===== src/common/oscd_pkg.sv =====
// oscd_pkg: command codes, reset values and config carriers for the scroll/address decoder
// assumes one byte stream of host writes already framed into bytes with a data/command flag
package oscd_pkg;

    // command opcodes
    localparam logic [7:0] OP_HSCR_RIGHT  = 8'h26;
    localparam logic [7:0] OP_HSCR_LEFT   = 8'h27;
    localparam logic [7:0] OP_VHSCR_RIGHT = 8'h29;
    localparam logic [7:0] OP_VHSCR_LEFT  = 8'h2A;
    localparam logic [7:0] OP_SCR_OFF     = 8'h2E;
    localparam logic [7:0] OP_SCR_ON      = 8'h2F;
    localparam logic [7:0] OP_VAREA       = 8'hA3;
    localparam logic [7:0] OP_ADDR_MODE   = 8'h20;
    localparam logic [7:0] OP_MUX         = 8'hA8;
    localparam logic [7:0] OP_DOFFSET     = 8'hD3;
    localparam logic [7:0] OP_SEGCFG      = 8'hDA;
    localparam logic [7:0] OP_CLKDIV      = 8'hD5;
    localparam logic [7:0] OP_PRECHG      = 8'hD9;
    localparam logic [7:0] OP_SEG_REMAP0  = 8'hA0;
    localparam logic [7:0] OP_SEG_REMAP1  = 8'hA1;
    localparam logic [7:0] OP_COM_NORM    = 8'hC0;
    localparam logic [7:0] OP_COM_REMAP   = 8'hC8;
    localparam logic [7:0] OP_LOWCOL_MAX  = 8'h0F;
    localparam logic [7:0] OP_HICOL_MIN   = 8'h10;
    localparam logic [7:0] OP_HICOL_MAX   = 8'h17;
    localparam logic [7:0] OP_SLINE_MIN   = 8'h40;
    localparam logic [7:0] OP_SLINE_MAX   = 8'h66;

    // limits and field values
    localparam logic [2:0] PAGE_MAX       = 3'h4;
    localparam logic [5:0] MUX_MIN_N      = 6'h0F;
    localparam logic [5:0] MUX_MAX_N      = 6'h26;
    localparam logic [5:0] ROW_MAX        = 6'h26;
    localparam logic [1:0] MODE_HORIZ     = 2'h0;
    localparam logic [1:0] MODE_VERT      = 2'h1;
    localparam logic [1:0] MODE_PAGE      = 2'h2;
    localparam logic [1:0] MODE_BAD       = 2'h3;
    localparam int         BIT_SEGALT     = 4;
    localparam int         BIT_LRSWAP     = 5;
    localparam logic [6:0] COL_END_RST    = 7'h7F;

    // reset values
    localparam logic [5:0] RST_FIXED_ROWS = 6'h00;
    localparam logic [5:0] RST_SCR_ROWS   = 6'h27;
    localparam logic [5:0] RST_MUX_N      = 6'h26;
    localparam logic [3:0] RST_CLK_DIV    = 4'h1;
    localparam logic [3:0] RST_OSC_FREQ   = 4'hC;
    localparam logic [3:0] RST_PRECHG     = 4'h2;

    // scroll step interval in frames, indexed by 3-bit code
    localparam logic [8:0] FRAMES_C0 = 9'h005;
    localparam logic [8:0] FRAMES_C1 = 9'h040;
    localparam logic [8:0] FRAMES_C2 = 9'h080;
    localparam logic [8:0] FRAMES_C3 = 9'h100;
    localparam logic [8:0] FRAMES_C4 = 9'h003;
    localparam logic [8:0] FRAMES_C5 = 9'h004;
    localparam logic [8:0] FRAMES_C6 = 9'h019;
    localparam logic [8:0] FRAMES_C7 = 9'h002;

    // parameter collection states, gray along the usual path
    typedef enum logic [2:0] {
        OSCD_IDLE = 3'b000,
        OSCD_P1   = 3'b001,
        OSCD_P2   = 3'b011,
        OSCD_P3   = 3'b010,
        OSCD_P4   = 3'b110,
        OSCD_P5   = 3'b111,
        OSCD_P6   = 3'b101
    } oscd_state_t;

    // scroll configuration
    typedef struct packed {
        logic       active;
        logic       vertical;    // combined mode
        logic       leftDir;
        logic [2:0] startPage;
        logic [2:0] endPage;
        logic [8:0] stepFrames;
        logic [5:0] vOffset;
        logic [5:0] fixedRows;
        logic [5:0] scrollRows;
    } oscd_scroll_t;

    // panel and timing configuration
    typedef struct packed {
        logic [1:0] addrMode;
        logic [3:0] colLow;
        logic [2:0] colHigh;
        logic [5:0] startLine;
        logic       segRemap;
        logic [5:0] muxN;
        logic       comReverse;
        logic [5:0] dispOffset;
        logic       segAlternate;
        logic       segLrSwap;
        logic [3:0] clkDivM1;
        logic [3:0] oscFreq;
        logic [3:0] preChg1;
        logic [3:0] preChg2;
    } oscd_panel_t;

endpackage : oscd_pkg


===== src/rtl/oscd_decoder.sv =====
// oscd_decoder: decodes host command/data bytes into scroll, addressing and panel settings
// assumes cmdValid is a one-cycle strobe on clk with cmdByte and isData stable with it
// assumes colEnd comes from the column address logic on the same clock
// assumes the panel timing and ram port logic read the settings straight from the ports
`timescale 1ns/1ps

module oscd_decoder
    import oscd_pkg::*;
(
    input  wire logic         clk,
    input  wire logic         rst_n,
    input  wire logic         cmdValid,
    input  wire logic         isData,
    input  wire logic [7:0]   cmdByte,
    input  wire logic [6:0]   colEnd,
    output logic              ramWrite,
    output logic [6:0]        ramColumn,
    output logic [7:0]        ramData,
    output oscd_scroll_t      scrollCfg,
    output oscd_panel_t       panelCfg,
    output logic              vScrollStep,
    output logic [5:0]        vScrollPos
);

    // collection state, live and pending settings, ram port and scroll position
    oscd_state_t  state_r, state_nxt;
    logic [7:0]   opcode_r, opcode_nxt;
    oscd_scroll_t scroll_r, scroll_nxt;
    oscd_scroll_t setup_r, setup_nxt;   // pending setup collected from parameters
    oscd_panel_t  panel_r, panel_nxt;
    logic [6:0]   col_r, col_nxt;
    logic         wr_r, wr_nxt;
    logic [7:0]   wdata_r, wdata_nxt;
    logic         step_r, step_nxt;
    logic [5:0]   pos_r, pos_nxt;
    logic [2:0]   tmpStart_r, tmpStart_nxt;
    logic         stepReq;
    logic         pagesOk;
    logic [6:0]   posSum;

    // frame interval lookup
    function automatic logic [8:0] frames_of(input logic [2:0] code);
        unique case (code)
            3'h0: frames_of = FRAMES_C0;
            3'h1: frames_of = FRAMES_C1;
            3'h2: frames_of = FRAMES_C2;
            3'h3: frames_of = FRAMES_C3;
            3'h4: frames_of = FRAMES_C4;
            3'h5: frames_of = FRAMES_C5;
            3'h6: frames_of = FRAMES_C6;
            3'h7: frames_of = FRAMES_C7;
        endcase
    endfunction : frames_of

    // a vertical step is requested by any activate while combined mode is configured
    assign stepReq = cmdValid && !isData && (state_r == OSCD_IDLE) && (cmdByte == OP_SCR_ON)
                     && setup_r.vertical;

    // page pair is taken only when both codes are valid and the end is not below the start
    assign pagesOk = (tmpStart_r <= PAGE_MAX) && (cmdByte[2:0] <= PAGE_MAX)
                     && (cmdByte[2:0] >= tmpStart_r);

    // command and parameter decode
    always_comb
    begin
        state_nxt    = state_r;
        opcode_nxt   = opcode_r;
        scroll_nxt   = scroll_r;
        setup_nxt    = setup_r;
        panel_nxt    = panel_r;
        col_nxt      = col_r;
        wr_nxt       = 1'b0;
        wdata_nxt    = wdata_r;
        tmpStart_nxt = tmpStart_r;
        if (cmdValid && isData)
        begin
            // data byte: pointer moves on, and the write goes out with the new column
            wr_nxt    = 1'b1;
            wdata_nxt = cmdByte;
            if (panel_r.addrMode == MODE_PAGE && col_r >= colEnd)
                col_nxt = {panel_r.colHigh, panel_r.colLow};
            else
                col_nxt = col_r + 7'h01;
        end
        else if (cmdValid && state_r == OSCD_IDLE)
        begin
            // opcode byte: single-byte commands act at once, the rest wait for parameters
            opcode_nxt = cmdByte;
            if (cmdByte <= OP_LOWCOL_MAX)
            begin
                panel_nxt.colLow = cmdByte[3:0];
                if (panel_r.addrMode == MODE_PAGE)
                    col_nxt = {panel_r.colHigh, cmdByte[3:0]};
            end
            else if (cmdByte >= OP_HICOL_MIN && cmdByte <= OP_HICOL_MAX)
            begin
                if (panel_r.addrMode == MODE_PAGE)
                begin
                    panel_nxt.colHigh = cmdByte[2:0];
                    col_nxt = {cmdByte[2:0], panel_r.colLow};
                end
            end
            else if (cmdByte >= OP_SLINE_MIN && cmdByte <= OP_SLINE_MAX)
                panel_nxt.startLine = cmdByte[5:0];
            else if (cmdByte == OP_SEG_REMAP0 || cmdByte == OP_SEG_REMAP1)
                panel_nxt.segRemap = cmdByte[0];
            else if (cmdByte == OP_COM_NORM || cmdByte == OP_COM_REMAP)
                panel_nxt.comReverse = cmdByte[3];
            else if (cmdByte == OP_SCR_OFF)
                scroll_nxt.active = 1'b0;
            else if (cmdByte == OP_SCR_ON)
            begin
                scroll_nxt = setup_r;
                scroll_nxt.active = 1'b1;
            end
            // every multi-byte opcode starts parameter collection
            else if (cmdByte == OP_HSCR_RIGHT || cmdByte == OP_HSCR_LEFT
                     || cmdByte == OP_VHSCR_RIGHT || cmdByte == OP_VHSCR_LEFT
                     || cmdByte == OP_VAREA || cmdByte == OP_ADDR_MODE
                     || cmdByte == OP_MUX || cmdByte == OP_DOFFSET
                     || cmdByte == OP_SEGCFG || cmdByte == OP_CLKDIV
                     || cmdByte == OP_PRECHG)
                state_nxt = OSCD_P1;
        end
        else if (cmdValid)
        begin
            // parameter byte for the opcode held in opcode_r
            state_nxt = OSCD_IDLE;
            unique case (opcode_r)
                OP_HSCR_RIGHT, OP_HSCR_LEFT, OP_VHSCR_RIGHT, OP_VHSCR_LEFT:
                begin
                    unique case (state_r)
                        OSCD_P1: state_nxt = OSCD_P2;           // dummy byte
                        OSCD_P2:
                        begin
                            tmpStart_nxt = cmdByte[2:0];
                            state_nxt = OSCD_P3;
                        end
                        OSCD_P3:
                        begin
                            setup_nxt.stepFrames = frames_of(cmdByte[2:0]);
                            state_nxt = OSCD_P4;
                        end
                        OSCD_P4:
                        begin
                            // keep old pages on invalid codes or reversed range
                            if (pagesOk)
                            begin
                                setup_nxt.startPage = tmpStart_r;
                                setup_nxt.endPage   = cmdByte[2:0];
                            end
                            // bit 0 flips meaning between the plain and combined pairs
                            setup_nxt.leftDir  = opcode_r[0] ^ opcode_r[3];
                            setup_nxt.vertical = opcode_r[3];
                            if (!opcode_r[3])
                                setup_nxt.vOffset = '0;
                            state_nxt = OSCD_P5;
                        end
                        OSCD_P5:
                        begin
                            if (opcode_r[3])
                                setup_nxt.vOffset = cmdByte[5:0];
                            else
                                state_nxt = OSCD_P6;
                        end
                        OSCD_P6: state_nxt = OSCD_IDLE;         // trailing dummy
                        default: state_nxt = OSCD_IDLE;
                    endcase
                end
                OP_VAREA:
                begin
                    if (state_r == OSCD_P1)
                    begin
                        setup_nxt.fixedRows = cmdByte[5:0];
                        state_nxt = OSCD_P2;
                    end
                    else
                        setup_nxt.scrollRows = cmdByte[5:0];
                end
                OP_ADDR_MODE:
                    if (cmdByte[1:0] != MODE_BAD)
                        panel_nxt.addrMode = cmdByte[1:0];
                OP_MUX:
                    if (cmdByte[5:0] >= MUX_MIN_N && cmdByte[5:0] <= MUX_MAX_N)
                        panel_nxt.muxN = cmdByte[5:0];
                OP_DOFFSET:
                    if (cmdByte[5:0] <= ROW_MAX)
                        panel_nxt.dispOffset = cmdByte[5:0];
                OP_SEGCFG:
                begin
                    panel_nxt.segAlternate = cmdByte[BIT_SEGALT];
                    panel_nxt.segLrSwap    = cmdByte[BIT_LRSWAP];
                end
                OP_CLKDIV:
                begin
                    panel_nxt.clkDivM1 = cmdByte[3:0];
                    panel_nxt.oscFreq  = cmdByte[7:4];
                end
                OP_PRECHG:
                begin
                    if (cmdByte[3:0] != 4'h0)
                        panel_nxt.preChg1 = cmdByte[3:0];
                    if (cmdByte[7:4] != 4'h0)
                        panel_nxt.preChg2 = cmdByte[7:4];
                end
                default: state_nxt = OSCD_IDLE;
            endcase
        end
    end

    // vertical scroll position: one offset step per combined activate, less the area row count once if the sum reaches it
    // the sum is a bit wider so a large offset cannot wrap silently inside six bits
    always_comb
    begin
        step_nxt = stepReq;
        pos_nxt  = pos_r;
        posSum   = {1'b0, pos_r} + {1'b0, setup_r.vOffset};
        if (stepReq)
        begin
            // rows pushed past the last row of the area come back in at its first row
            if (posSum >= {1'b0, setup_r.scrollRows})
                pos_nxt = 6'(posSum - {1'b0, setup_r.scrollRows});
            else
                pos_nxt = posSum[5:0];
        end
    end

    // registers
    always_ff @(posedge clk or negedge rst_n)
    begin
        // reset values are the power-on settings of the panel
        if (!rst_n)
        begin
            state_r    <= OSCD_IDLE;
            opcode_r   <= 8'h00;
            scroll_r   <= '{active: 1'b0, vertical: 1'b0, leftDir: 1'b0, startPage: 3'h0,
                            endPage: 3'h0, stepFrames: FRAMES_C0, vOffset: 6'h00,
                            fixedRows: RST_FIXED_ROWS, scrollRows: RST_SCR_ROWS};
            setup_r    <= '{active: 1'b0, vertical: 1'b0, leftDir: 1'b0, startPage: 3'h0,
                            endPage: 3'h0, stepFrames: FRAMES_C0, vOffset: 6'h00,
                            fixedRows: RST_FIXED_ROWS, scrollRows: RST_SCR_ROWS};
            panel_r    <= '{addrMode: MODE_PAGE, colLow: 4'h0, colHigh: 3'h0, startLine: 6'h00,
                            segRemap: 1'b0, muxN: RST_MUX_N, comReverse: 1'b0,
                            dispOffset: 6'h00, segAlternate: 1'b1, segLrSwap: 1'b0,
                            clkDivM1: RST_CLK_DIV, oscFreq: RST_OSC_FREQ,
                            preChg1: RST_PRECHG, preChg2: RST_PRECHG};
            col_r      <= 7'h00;
            wr_r       <= 1'b0;
            wdata_r    <= 8'h00;
            step_r     <= 1'b0;
            pos_r      <= 6'h00;
            tmpStart_r <= 3'h0;
        end
        else
        begin
            state_r    <= state_nxt;
            opcode_r   <= opcode_nxt;
            scroll_r   <= scroll_nxt;
            setup_r    <= setup_nxt;
            panel_r    <= panel_nxt;
            col_r      <= col_nxt;
            wr_r       <= wr_nxt;
            wdata_r    <= wdata_nxt;
            step_r     <= step_nxt;
            pos_r      <= pos_nxt;
            tmpStart_r <= tmpStart_nxt;
        end
    end

    // outputs straight from the registers
    assign ramWrite    = wr_r;
    assign ramColumn   = col_r;
    assign ramData     = wdata_r;
    assign scrollCfg   = scroll_r;
    assign panelCfg    = panel_r;
    assign vScrollStep = step_r;
    assign vScrollPos  = pos_r;

endmodule : oscd_decoder


===== config.mk =====
export PLATFORM = sky130hd
export DESIGN_NAME = oscd_decoder
export DESIGN_NICKNAME = d
export VERILOG_FILES = /design/src/common/oscd_pkg.sv /design/src/rtl/oscd_decoder.sv
export SDC_FILE = /design/constraint.sdc
export NUM_CORES = 1
export LEC_CHECK = 0
export BUFFER_PORTS_ARGS = -buffer_cell sky130_fd_sc_hd__buf_4
export CORE_MARGIN = 2
export CORE_UTILIZATION = 61
export DETAILED_ROUTE_END_ITERATION = 8
export HOLD_SLACK_MARGIN = 0.06
export PLACE_DENSITY = 0.86
export SLEW_MARGIN = 20
export SYNTH_ARGS = -nofsm -noshare
export SYNTH_HDL_FRONTEND = slang
export SYNTH_SLANG_ARGS = --single-unit
export TNS_END_PERCENT = 1

===== constraint.sdc =====
create_clock -name clk -period 6.35 [get_ports clk]
set_clock_uncertainty 0.2 [all_clocks]
set_input_delay 0.9525 -clock clk [delete_from_list [all_inputs] [get_ports clk]]
set_output_delay 0.9525 -clock clk [all_outputs]
set_load 0.02 [all_outputs]

==> flow_metrics.py, run 1 <==
metrics = {
    "critical_path": {
        "r2r_start": "setup_r[12]$_DFFE_PN0P_",
        "crit_path_max_fanout": 8,
        "r2r-end": "vScrollPos[2]$_DFFE_PN0P_",
        "r2r_cells": 13,
        "crit_path_end_kind": "flop",
        "endpoint": "vScrollPos[2]$_DFFE_PN0P_",
        "crit_required_ps": 6450,
        "critical_path_class": "flop to flop",
        "arrival_ps": 3600,
        "critPathLaunch": "setup_r[12]$_DFFE_PN0P_",
        "critPathLaunchType": "flop",
        "ff2ff_setup_slack_ps": 2850,
    },
    "power_and_ir_drop": {
        "switching_share": 0.2788,
        "powerDensity_nw_per_um2": 284.1,
        "p_leak_nw": 4.399,
        "p_int_w": 0.001821,
        "p_sw_w": 0.0007040,
        "p_clk_frac": 0.404,
        "seqPwrFrac": 0.441,
        "comb_power_share": 0.155,
        "vdd_drop_max_uv": 192.4,
    },
    "route": {
        "drt-total-wl_um": 17730,
        "viasPerCell": 6.038,
        "wl_per_cell_um": 18.62,
        "ant_nets": 0,
        "dr.pass1.iters": 5,
        "drc": 0,
        "drt_iter0_drc": 410,
        "vias": 5748,
    },
    "placed_design": {
        "gp_congestion": 0.9293,
        "dp.final_hpwl_um": 12060,
        "port_buffers": 123,
    },
    "layout": {
        "layout-drive-gt1-share": 0.3242,
        "antenna_cells": 0,
        "multi_input_area_um2": 3223,
        "n_fill_cell": 770,
        "final_nets": 840,
        "final-seq-area_um2": 3806,
        "post-route-util": 0.7493,
        "area_delta_synth_final_pct": 21.38,
    },
    "timing": {
        "hold_viol": 0,
        "layout_min_cycle_time_ps": 3497,
        "tightest_slew_ps": 854.7,
        "max_freq_mhz": 285.9,
        "setup_tns_ps": 0,
        "period_share": 0.5507,
        "slew-limit-headroom": 0.4264,
        "rsz0062_at_grt": "no",
        "slew_violations": 0,
        "setup_violations": 0,
    },
    "logic_synthesis": {
        "ys_types": 72,
        "syn_nets": 730,
        "ys_warn_count": 0,
        "synth-edff-count": 0,
        "syn_area_per_cell_um2": 10.74,
        "synth_seq_cells": 151,
        "ys.flop_type": "dfrtp_1",
        "synth_area_leaders": "dfrtp_1 44%, mux2_2 10%, dfstp_2 7.9%, nand2_1 5.2%, o21ai_0 4.7%",
        "synth_area_leader_cell": "dfrtp_1",
        "synth_top_area_frac": 0.4409,
        "synth_common_cells": "129 x dfrtp_1, 101 x nand2_1, 69 x o21ai_0",
        "ys_seq_area_frac": 0.5198,
        "synth_area_um2": 7322,
        "synthArstFlopShare": 1.000,
        "synth_cells": 682,
        "yosysMostFrequentCell": "dfrtp_1",
    },
    "die": {
        "rows": 40,
        "ioPinCount": 125,
        "dieWidth_um": 113.6,
        "die_h_um": 113.6,
        "die_area_um2": 12900,
        "start_util": 0.6173,
        "core_area_um2": 11860,
    },
    "clock_network": {
        "cts_setup_buffers": 0,
        "hold_buffers": 0,
        "clkSlewWorstSetupHoldPaths_ps": 60,
        "cts_buffers": 17,
        "clk-insertion-delay-late_ps": 430,
        "cts_htree_levels": 4,
        "clkSinkCount": 151,
        "clockBufferDepth": 2,
        "cts_resized": 0,
        "cts_tree": "done",
        "ctsRootBufferMaster": "clkbuf_16",
    },
    "global_route": {
        "globalRouteOverflowTotal": 0,
        "grt_use_met1": 0.3620,
        "grt_pass1_vias": 5834,
        "grt.busiest_layer": "met2",
        "grt_pass1_wl_um": 28790,
        "antenna_found_initial": 0,
        "grt_use_total": 0.2865,
        "use_met3": 0.06695,
        "met2_usage": 0.4655,
        "grt_max_degree": 84,
    },
    "run": {
        "maxCapViolations": 0,
    },
    "status": {
        "outcome": "finished clean",
    },
    "hold_path": {
        "hold_class": "flop to flop",
    },
}
[sequential cells by signal, indices dropped and copies added, names as in the netlist, 3 cells and up]
| register | flops |
|---|---|
| panelCfg | 47 |
| scrollCfg | 34 |
| setup_r | 33 |
| opcode_r | 8 |
| ramData | 8 |
| ramColumn | 7 |
| vScrollPos | 6 |
| state_r | 3 |
| tmpStart_r | 3 |
[kinds of logic (layout without fill, tap and decap cells)]
kind of cell	Yosys count	count (layout)	synth area share
other cells	1	1	0.0005122
fa+ha+maj	29	29	0.05161
simple gates	209	209	0.1452
compound gates	133	133	0.1104
mux	77	77	0.1169
flops	151	151	0.5198
xor+xnor	13	13	0.01555
buf+inv	69	192	0.03998
[power by group through the flow]
stage / clock, W / combinational, W / sequential [W]
after global routing: 0.00107 / 0.000422 / 0.00112
final: 0.00102 / 0.000391 / 0.00111
after global placement: 0 / 0.000368 / 0.00112
after CTS: 0.00103 / 0.000390 / 0.00111
after floorplan: 0 / 0.000190 / 0.00115
after detailed placement: 0 / 0.000382 / 0.00112
[layout by cell type (no fill, tap or decap), types with 4 or more instances in the layout]
master,count
nand2b_1,6
nand2_1,101
nand3_1,19
and4_1,4
dfrtp_1,129
and3_1,4
clkbuf_16,17
o22ai_1,5
nor3_1,10
dfstp_2,22
xnor2_1,6
buf_4,125
mux2_2,67
nor2_1,26
inv_1,31
mux2i_1,9
nor2b_1,5
xor2_1,7
a21oi_1,22
ha_1,27
o21ai_0,69
a31oi_1,4
[routing by layer]
metal,wire (µm),share of wire
met1,7210,0.41
met2,8648,0.49
met3,1261,0.071
met4,606,0.034
met5,0,0
[how the worst min path moves through the flow]
| stage | start | end | slack, ps | cells after the start |
|---|---|---|---|---|
| 3_3_place_gp | setup_r[28]$_DFFE_PN0P_ | setup_r[28]$_DFFE_PN0P_ | 260 | 2 |
| 3_5_place_dp | setup_r[29]$_DFFE_PN0P_ | setup_r[29]$_DFFE_PN0P_ | 270 | 2 |
| 5_1_grt | panelCfg[20]$_DFFE_PN0P_ | panelCfg[20]$_DFFE_PN0P_ | 310 | 2 |
| 4_1_cts | scrollCfg[5]$_DFFE_PN1P_ | scrollCfg[5]$_DFFE_PN1P_ | 280 | 2 |
| 2_1_floorplan | setup_r[31]$_DFFE_PN0P_ | setup_r[31]$_DFFE_PN0P_ | 240 | 2 |
| 6_report | scrollCfg[5]$_DFFE_PN1P_ | scrollCfg[5]$_DFFE_PN1P_ | 280 | 2 |
[worst max-delay path, cell delays in order, from the launching register on]
cell	delay, ps
dfrtp_1	400
ha_1	200
inv_1	60
fa_1	410
nor2b_1	190
o21ai_0	100
nand2b_1	90
xor2_1	210
ha_1	320
o21a_1	200
o31a_1	110
nor2_1	500
mux2i_1	270
o21ai_0	100
[cell type report]
| class | count | share of cell area |
|---|---|---|
| clock buffers | 21 | 0.05068 |
| repair buffers | 126 | 0.1069 |
| inverters | 34 | 0.01436 |
| clock inverters | 11 | 0.01647 |
| flip-flops and latches | 151 | 0.4283 |
| well taps | 147 | 0.02070 |
| multi-input cells | 462 | 0.3627 |
[metrics by stage]
step | worst slack (ps) | cells | total power, W | cell area, µm² | hold slack (ps)
4_1_cts | 2895 | 952 | 0.002535 | 8887 | 284.7
3_5_place_dp | 2777 | 920 | 0.001507 | 8290 | 274.1
2_1_floorplan | 3163 | 682 | 0.001342 | 7322 | 242.8
3_3_place_gp | 2880 | 920 | 0.001487 | 8290 | 259.5
5_1_grt | 2635 | 952 | 0.002617 | 8887 | 311.6
6_report | 2853 | 952 | 0.002525 | 8887 | 279.7
No activity file was read; power rests on OpenSTA's default activity.
==> run 2, diff against run 1 <==
CORE_UTILIZATION = 51   (was 61)
PLACE_DENSITY = 0.76   (was 0.86)
clock period = 3.06 ns   (was 6.35 ns; I/O delays follow)
==> run 2 against run 1 <==
Effect of this change:
- sequential share of layout area is 2.0 points lower
- via count is 0.99% lower
- power is 110% higher
- global-route usage is 4.1 points lower
- routed wire length is 1.4% higher
- maximum frequency is 16% higher
- non-clock buffer count is 30 higher
- worst hold slack worse by 120 ps
- first-iteration DRC count is 4.6% higher
- critical path type unchanged
- critical endpoint is now vScrollPos[4]$_DFFE_PN0P_
- largest cell class unchanged
==> flow_metrics.py, run 2 (same netlist as run 1, synthesis figures left out) <==
metrics = {
    "status": {
        "outcome": "finished clean",
    },
    "die": {
        "ioPinCount": 125,
        "die_area_um2": 15330,
        "core_area_um2": 13930,
        "rows": 43,
        "dieWidth_um": 123.8,
        "die_h_um": 123.8,
        "start_util": 0.5255,
    },
    "route": {
        "drt-total-wl_um": 17970,
        "dr.pass1.iters": 5,
        "ant_nets": 0,
        "drt_iter0_drc": 429,
        "drc": 0,
        "wl_per_cell_um": 17.71,
        "viasPerCell": 5.607,
        "vias": 5691,
    },
    "layout": {
        "layout_commonest_cell": "buf_4",
        "largest_reg_flops": 47,
        "area_delta_synth_final_pct": 27.20,
        "final_nets": 870,
        "post-route-cell-area_um2": 9314,
        "post-route-util": 0.6684,
        "mostFrequentLayoutCells": "153 x buf_4, 129 x dfrtp_1, 101 x nand2_1",
        "n_fill_cell": 1063,
        "final-seq-area_um2": 3806,
        "multi_input_area_um2": 3319,
        "layout-drive-gt1-share": 0.3677,
        "finalNonFillerCells": 1015,
        "antenna_cells": 0,
    },
    "clock_network": {
        "ctsRootBufferMaster": "clkbuf_16",
        "clkSlewWorstSetupHoldPaths_ps": 60,
        "clkSinkCount": 151,
        "cts_tree": "done",
        "cts_buffers": 17,
        "cts_htree_levels": 4,
        "clk-insertion-delay-late_ps": 420,
        "clockBufferDepth": 2,
    },
    "timing": {
        "setup_ws_ps": 52.12,
        "tightest_slew_ps": 739.3,
        "max_freq_mhz": 332.5,
        "slew_violations": 0,
        "rsz0062_at_grt": "yes",
        "slew-limit-headroom": 0.5072,
        "setup_violations": 0,
        "layout_min_cycle_time_ps": 3008,
        "period_share": 0.9830,
        "hold_viol": 0,
    },
    "placed_design": {
        "dp.final_hpwl_um": 12630,
        "port_buffers": 123,
        "pre_cts_ws_ps": -93.64,
        "gp_congestion": 0.9588,
        "placed_cell_area_um2": 8474,
        "dp_cells": 970,
    },
    "power_and_ir_drop": {
        "vdd_drop_max_uv": 475.0,
        "p_clk_frac": 0.420,
        "p_int_w": 0.003902,
        "p_sw_w": 0.001454,
        "switching_share": 0.2715,
        "powerDensity_nw_per_um2": 575.1,
        "seqPwrFrac": 0.429,
        "comb_power_share": 0.151,
        "p_leak_nw": 4.574,
    },
    "global_route": {
        "grt_max_degree": 83,
        "grt_use_total": 0.2454,
        "grt_pass1_wl_um": 28940,
        "grt_pass1_vias": 5725,
        "globalRouteOverflowTotal": 0,
        "antenna_found_initial": 0,
    },
    "critical_path": {
        "crit_required_ps": 3160,
        "crit_path_end_kind": "flop",
        "crit_family": "adder cells",
        "cpPeakStageDelay_ps": 370,
        "arrival_ps": 3110,
        "critPathLaunchType": "flop",
        "path_buf_inv": 1,
        "crit_path_max_fanout": 8,
        "path_cells": "ha_2 > inv_1 > fa_2 > nor2b_2 > o21ai_1 > nand2b_1 > xor2_2 > ha_4 > o21a_1 > o31a_1 > nor2_4 > mux2i_1 > a21oi_1",
        "critical_path_class": "flop to flop",
        "critPathSlowestCell": "dfrtp_1",
    },
    "hold_path": {
        "hold_class": "input port to flop",
    },
    "run": {
        "maxCapViolations": 0,
    },
}
==> run 2: final cells by class <==
type | count | area share
inverter | 34 | 0.01370
timing repair buffer | 156 | 0.1278
tap | 180 | 0.02418
multi-input combinational | 462 | 0.3564
clock inverter | 13 | 0.02069
sequential | 151 | 0.4087
clock buffer | 19 | 0.04863
==> run 2: what timing repair did <==
| item | in CTS | in global routing |
|---|---|---|
| setup buffers | 10 | 3 |
| pin swaps | 4 | 9 |
| endpoints found under the hold margin | 65 | 0 |
| hold buffers | 1 | 0 |
| gates resized for setup | 6 | 13 |
| endpoints found under the setup margin | 3 | 6 |
==> run 2: final timing paths <==
kind	slack, ps	endpoint	cells after the start	from
setup reg to reg	50	vScrollPos[4]$_DFFE_PN0P_	13	vScrollPos[0]$_DFFE_PN0P_
hold reg to reg	280	scrollCfg[2]$_DFFE_PN1P_	2	scrollCfg[2]$_DFFE_PN1P_
min in group asynchronous	430	panelCfg[29]$_DFFE_PN0P_	2	rst_n
setup / recovery	50	vScrollPos[4]$_DFFE_PN0P_	13	vScrollPos[0]$_DFFE_PN0P_
max in group asynchronous	1430	panelCfg[46]$_DFFE_PN1P_	3	rst_n
hold / removal	160	opcode_r[6]$_DFFE_PN0P_	3	cmdByte[6]
==> run 2: routing by layer <==
metal,vias up,track usage,wire length (µm)
li1,2671,-,-
met1,2829,0.3186,7648
met2,163,0.4080,9105
met3,28,0.05861,930
met5,-,0,0
met4,0,0.07599,288
==> run 2: worst reg2reg max path, delay by kind of cell, from the launching register on <==
kind,cells,cell delay [ps]
multiplexers,1,240
flip-flops,1,370
AO/OA/AOI/OAI,4,460
buffers and inverters,1,50
adder cells (fa/ha/maj),3,810
AND/OR/NAND/NOR,3,530
XOR/XNOR,1,220
==> run 2: stage by stage <==
| stage | setup TNS (ps) | hold WS [ps] | power, W |
|---|---|---|---|
| final | 0 | 163.4 | 0.005356 |
| after global routing | -276.6 | 182.1 | 0.005592 |
| after CTS | 0 | 149.6 | 0.005396 |
| after detailed placement | -188.7 | 264.0 | 0.003135 |
| after global placement | 0 | 263.1 | 0.003100 |
| after floorplan | 0 | -36.59 | 0.002785 |
==> run 2: power by group through the flow <==
stage / registers, W / logic [W] / clock network, W
after floorplan: 0.00239 / 0.000395 / 0
after global placement: 0.00232 / 0.000780 / 0
after detailed placement: 0.00233 / 0.000807 / 0
after CTS: 0.00229 / 0.000812 / 0.00229
after global routing: 0.00231 / 0.000887 / 0.00239
final: 0.00230 / 0.000809 / 0.00225
==> run 3, diff against run 2 <==
REMOVE_ABC_BUFFERS = 1   (was default)
==> run 3 against run 2 <==
Effect of this change:
- the run now ends with negative setup slack left
- flip-flop and latch count unchanged
- global-route usage up 0.55 points
- via count up 2.2%
- routed wire length up 3.0%
- clock power down 7%
- combinational power about the same
- cell area down 0.40%
- core utilization down 0.27 points
- largest power group unchanged
- non-clock buffer count down 1
==> flow_metrics.py, run 3 (same netlist as run 1, synthesis figures left out) <==
metrics = {
    "status": {
        "outcome": "complete, but fails checks",
        "violations": "negative setup slack",
    },
    "global_route": {
        "grt_pass1_vias": 5829,
        "globalRouteOverflowTotal": 0,
        "grt_use_total": 0.2508,
        "antenna_found_initial": 0,
        "grt_pass1_wl_um": 29410,
        "grt_max_degree": 80,
    },
    "route": {
        "wl_per_cell_um": 18.26,
        "drc": 0,
        "vias": 5815,
        "drt-total-wl_um": 18510,
        "ant_nets": 0,
        "drt_iter0_drc": 461,
        "viasPerCell": 5.735,
        "dr.pass1.iters": 5,
    },
    "timing": {
        "layout_min_cycle_time_ps": 3152,
        "slew-limit-headroom": 0.4336,
        "setup_violations": 5,
        "rsz0062_at_grt": "yes",
        "max_freq_mhz": 317.2,
        "setup_ws_ps": -92.40,
        "hold_viol": 0,
        "tightest_slew_ps": 842.6,
        "whs_ps": 155.1,
        "slew_violations": 0,
        "period_share": 1.030,
    },
    "die": {
        "rows": 43,
        "die_area_um2": 15330,
        "dieWidth_um": 123.8,
        "die_h_um": 123.8,
        "start_util": 0.5255,
        "ioPinCount": 125,
        "core_area_um2": 13930,
    },
    "clock_network": {
        "ctsRootBufferMaster": "clkbuf_16",
        "cts_htree_levels": 4,
        "cts_buffers": 17,
        "clk-insertion-delay-late_ps": 420,
        "cts_tree": "done",
        "clkSlewWorstSetupHoldPaths_ps": 60,
        "clkSinkCount": 151,
        "clockBufferDepth": 2,
    },
    "critical_path": {
        "cp_common_cell": "ha_1",
        "r2r_cells": 12,
        "crit_family": "compound AO/OA/AOI/OAI gates",
        "critical_path_class": "flop to flop",
        "crit_path_end_kind": "flop",
        "arrival_ps": 3260,
        "crit_path_max_fanout": 5,
        "cpPeakStageDelay_ps": 420,
        "path_cells": "ha_1 > o21ai_0 > o21bai_1 > a21oi_1 > xnor2_1 > ha_1 > nand3_1 > nand4_1 > nor2_2 > buf_6 > mux2i_1 > o21ai_1",
        "path_buf_inv": 1,
        "cp_num_cells": 12,
        "critPathLaunch": "vScrollPos[2]$_DFFE_PN0P_",
        "critPathLaunchType": "flop",
        "crit_required_ps": 3160,
        "r2r-end": "vScrollPos[2]$_DFFE_PN0P_",
        "endpoint": "vScrollPos[2]$_DFFE_PN0P_",
        "critPathSlowestCell": "dfrtp_1",
        "ff2ff_setup_slack_ps": -90,
        "r2r_start": "vScrollPos[2]$_DFFE_PN0P_",
    },
    "layout": {
        "final_nets": 869,
        "antenna_cells": 0,
        "post-route-cell-area_um2": 9276,
        "n_fill_cell": 1057,
        "layout-drive-gt1-share": 0.3681,
        "layout_commonest_cell": "buf_4",
        "area_delta_synth_final_pct": 26.69,
        "largest_reg_flops": 47,
        "mostFrequentLayoutCells": "150 x buf_4, 129 x dfrtp_1, 101 x nand2_1",
    },
    "placed_design": {
        "port_buffers": 123,
        "gp_congestion": 0.9478,
        "dp.final_hpwl_um": 12490,
        "placed_cell_area_um2": 8454,
        "pre_cts_ws_ps": -196.8,
    },
    "power_and_ir_drop": {
        "powerDensity_nw_per_um2": 561.4,
        "p_leak_nw": 4.562,
        "p_clk_frac": 0.403,
        "comb_power_share": 0.155,
        "finalPower_w": 0.005207,
        "vdd_drop_max_uv": 482.8,
        "switching_share": 0.2744,
        "p_int_w": 0.003779,
        "seqPwrFrac": 0.442,
        "p_sw_w": 0.001429,
    },
    "run": {
        "maxCapViolations": 0,
    },
    "hold_path": {
        "hold_class": "input port to flop",
    },
}
-- run 3: changes by cell type in the layout (fill, tap and decap cells not counted), moves of 3 or more --
cell,before,now
inv_6,3,0
clkinvlp_4,5,2
buf_4,153,150
clkinv_2,0,7
-- run 3: worst min path at each step --
stage	startpoint	end	slack (ps)	cells after the start
after floorplan	rst_n	opcode_r[0]$_DFFE_PN0P_	-40	0
after global placement	setup_r[27]$_DFFE_PN0P_	setup_r[27]$_DFFE_PN0P_	260	2
after detailed placement	ramData[6]$_DFFE_PN0P_	ramData[6]$_DFFE_PN0P_	260	2
after CTS	cmdByte[6]	ramData[6]$_DFFE_PN0P_	140	3
after global routing	cmdByte[6]	opcode_r[6]$_DFFE_PN0P_	170	3
final	cmdByte[6]	ramData[6]$_DFFE_PN0P_	160	3
-- run 3: layout make-up --
| type | count | area (µm²) | share of cell area |
|---|---|---|---|
| tap | 180 | 225.2 | 0.02428 |
| clock buffer | 18 | 439.2 | 0.04734 |
| sequential | 151 | 3806 | 0.4103 |
| multi-input combinational | 462 | 3322 | 0.3581 |
| inverter | 34 | 127.6 | 0.01376 |
| clock inverter | 14 | 157.7 | 0.01699 |
| timing repair buffer | 155 | 1199 | 0.1292 |
-- run 3: per-stage QoR --
stage          std cells    util  setup TNS, ps
6_report            1014  0.6657         -247.6
4_1_cts             1010  0.6575              0
3_5_place_dp         966  0.6067         -457.0
5_1_grt             1014  0.6657          -1048
2_1_floorplan        647       -         -69.41
3_3_place_gp         966  0.6067              0
-- run 3: tightest hold or removal path, cell delays in order --
cell,delay (ps)
buf_4,170
nand2_1,70
nand2_1,40
-- run 3: power groups by stage --
stage | Sequential (W) | Clock (W) | Combinational, W
after floorplan | 0.00241 | 0 | 0.000348
after global placement | 0.00232 | 0 | 0.000774
after detailed placement | 0.00233 | 0 | 0.000803
after CTS | 0.00229 | 0.00213 | 0.000809
after global routing | 0.00232 | 0.00222 | 0.000893
final | 0.00230 | 0.00210 | 0.000806
-- run 3: metal layers --
layer  track usage  up-vias  share of wire
li1              -     2665              -
met5             0        -              0
met2        0.4296      199           0.51
met4       0.08807        0          0.020
met3       0.05723       40          0.049
met1        0.3123     2911           0.42
-- run 3: repair_timing --
action	in CTS	in global routing
buffers inserted	11	4
setup endpoints to repair	5	6
resized for setup	7	15
pin swaps	3	10
endpoints found under the hold margin	62	0
hold buffers	1	0
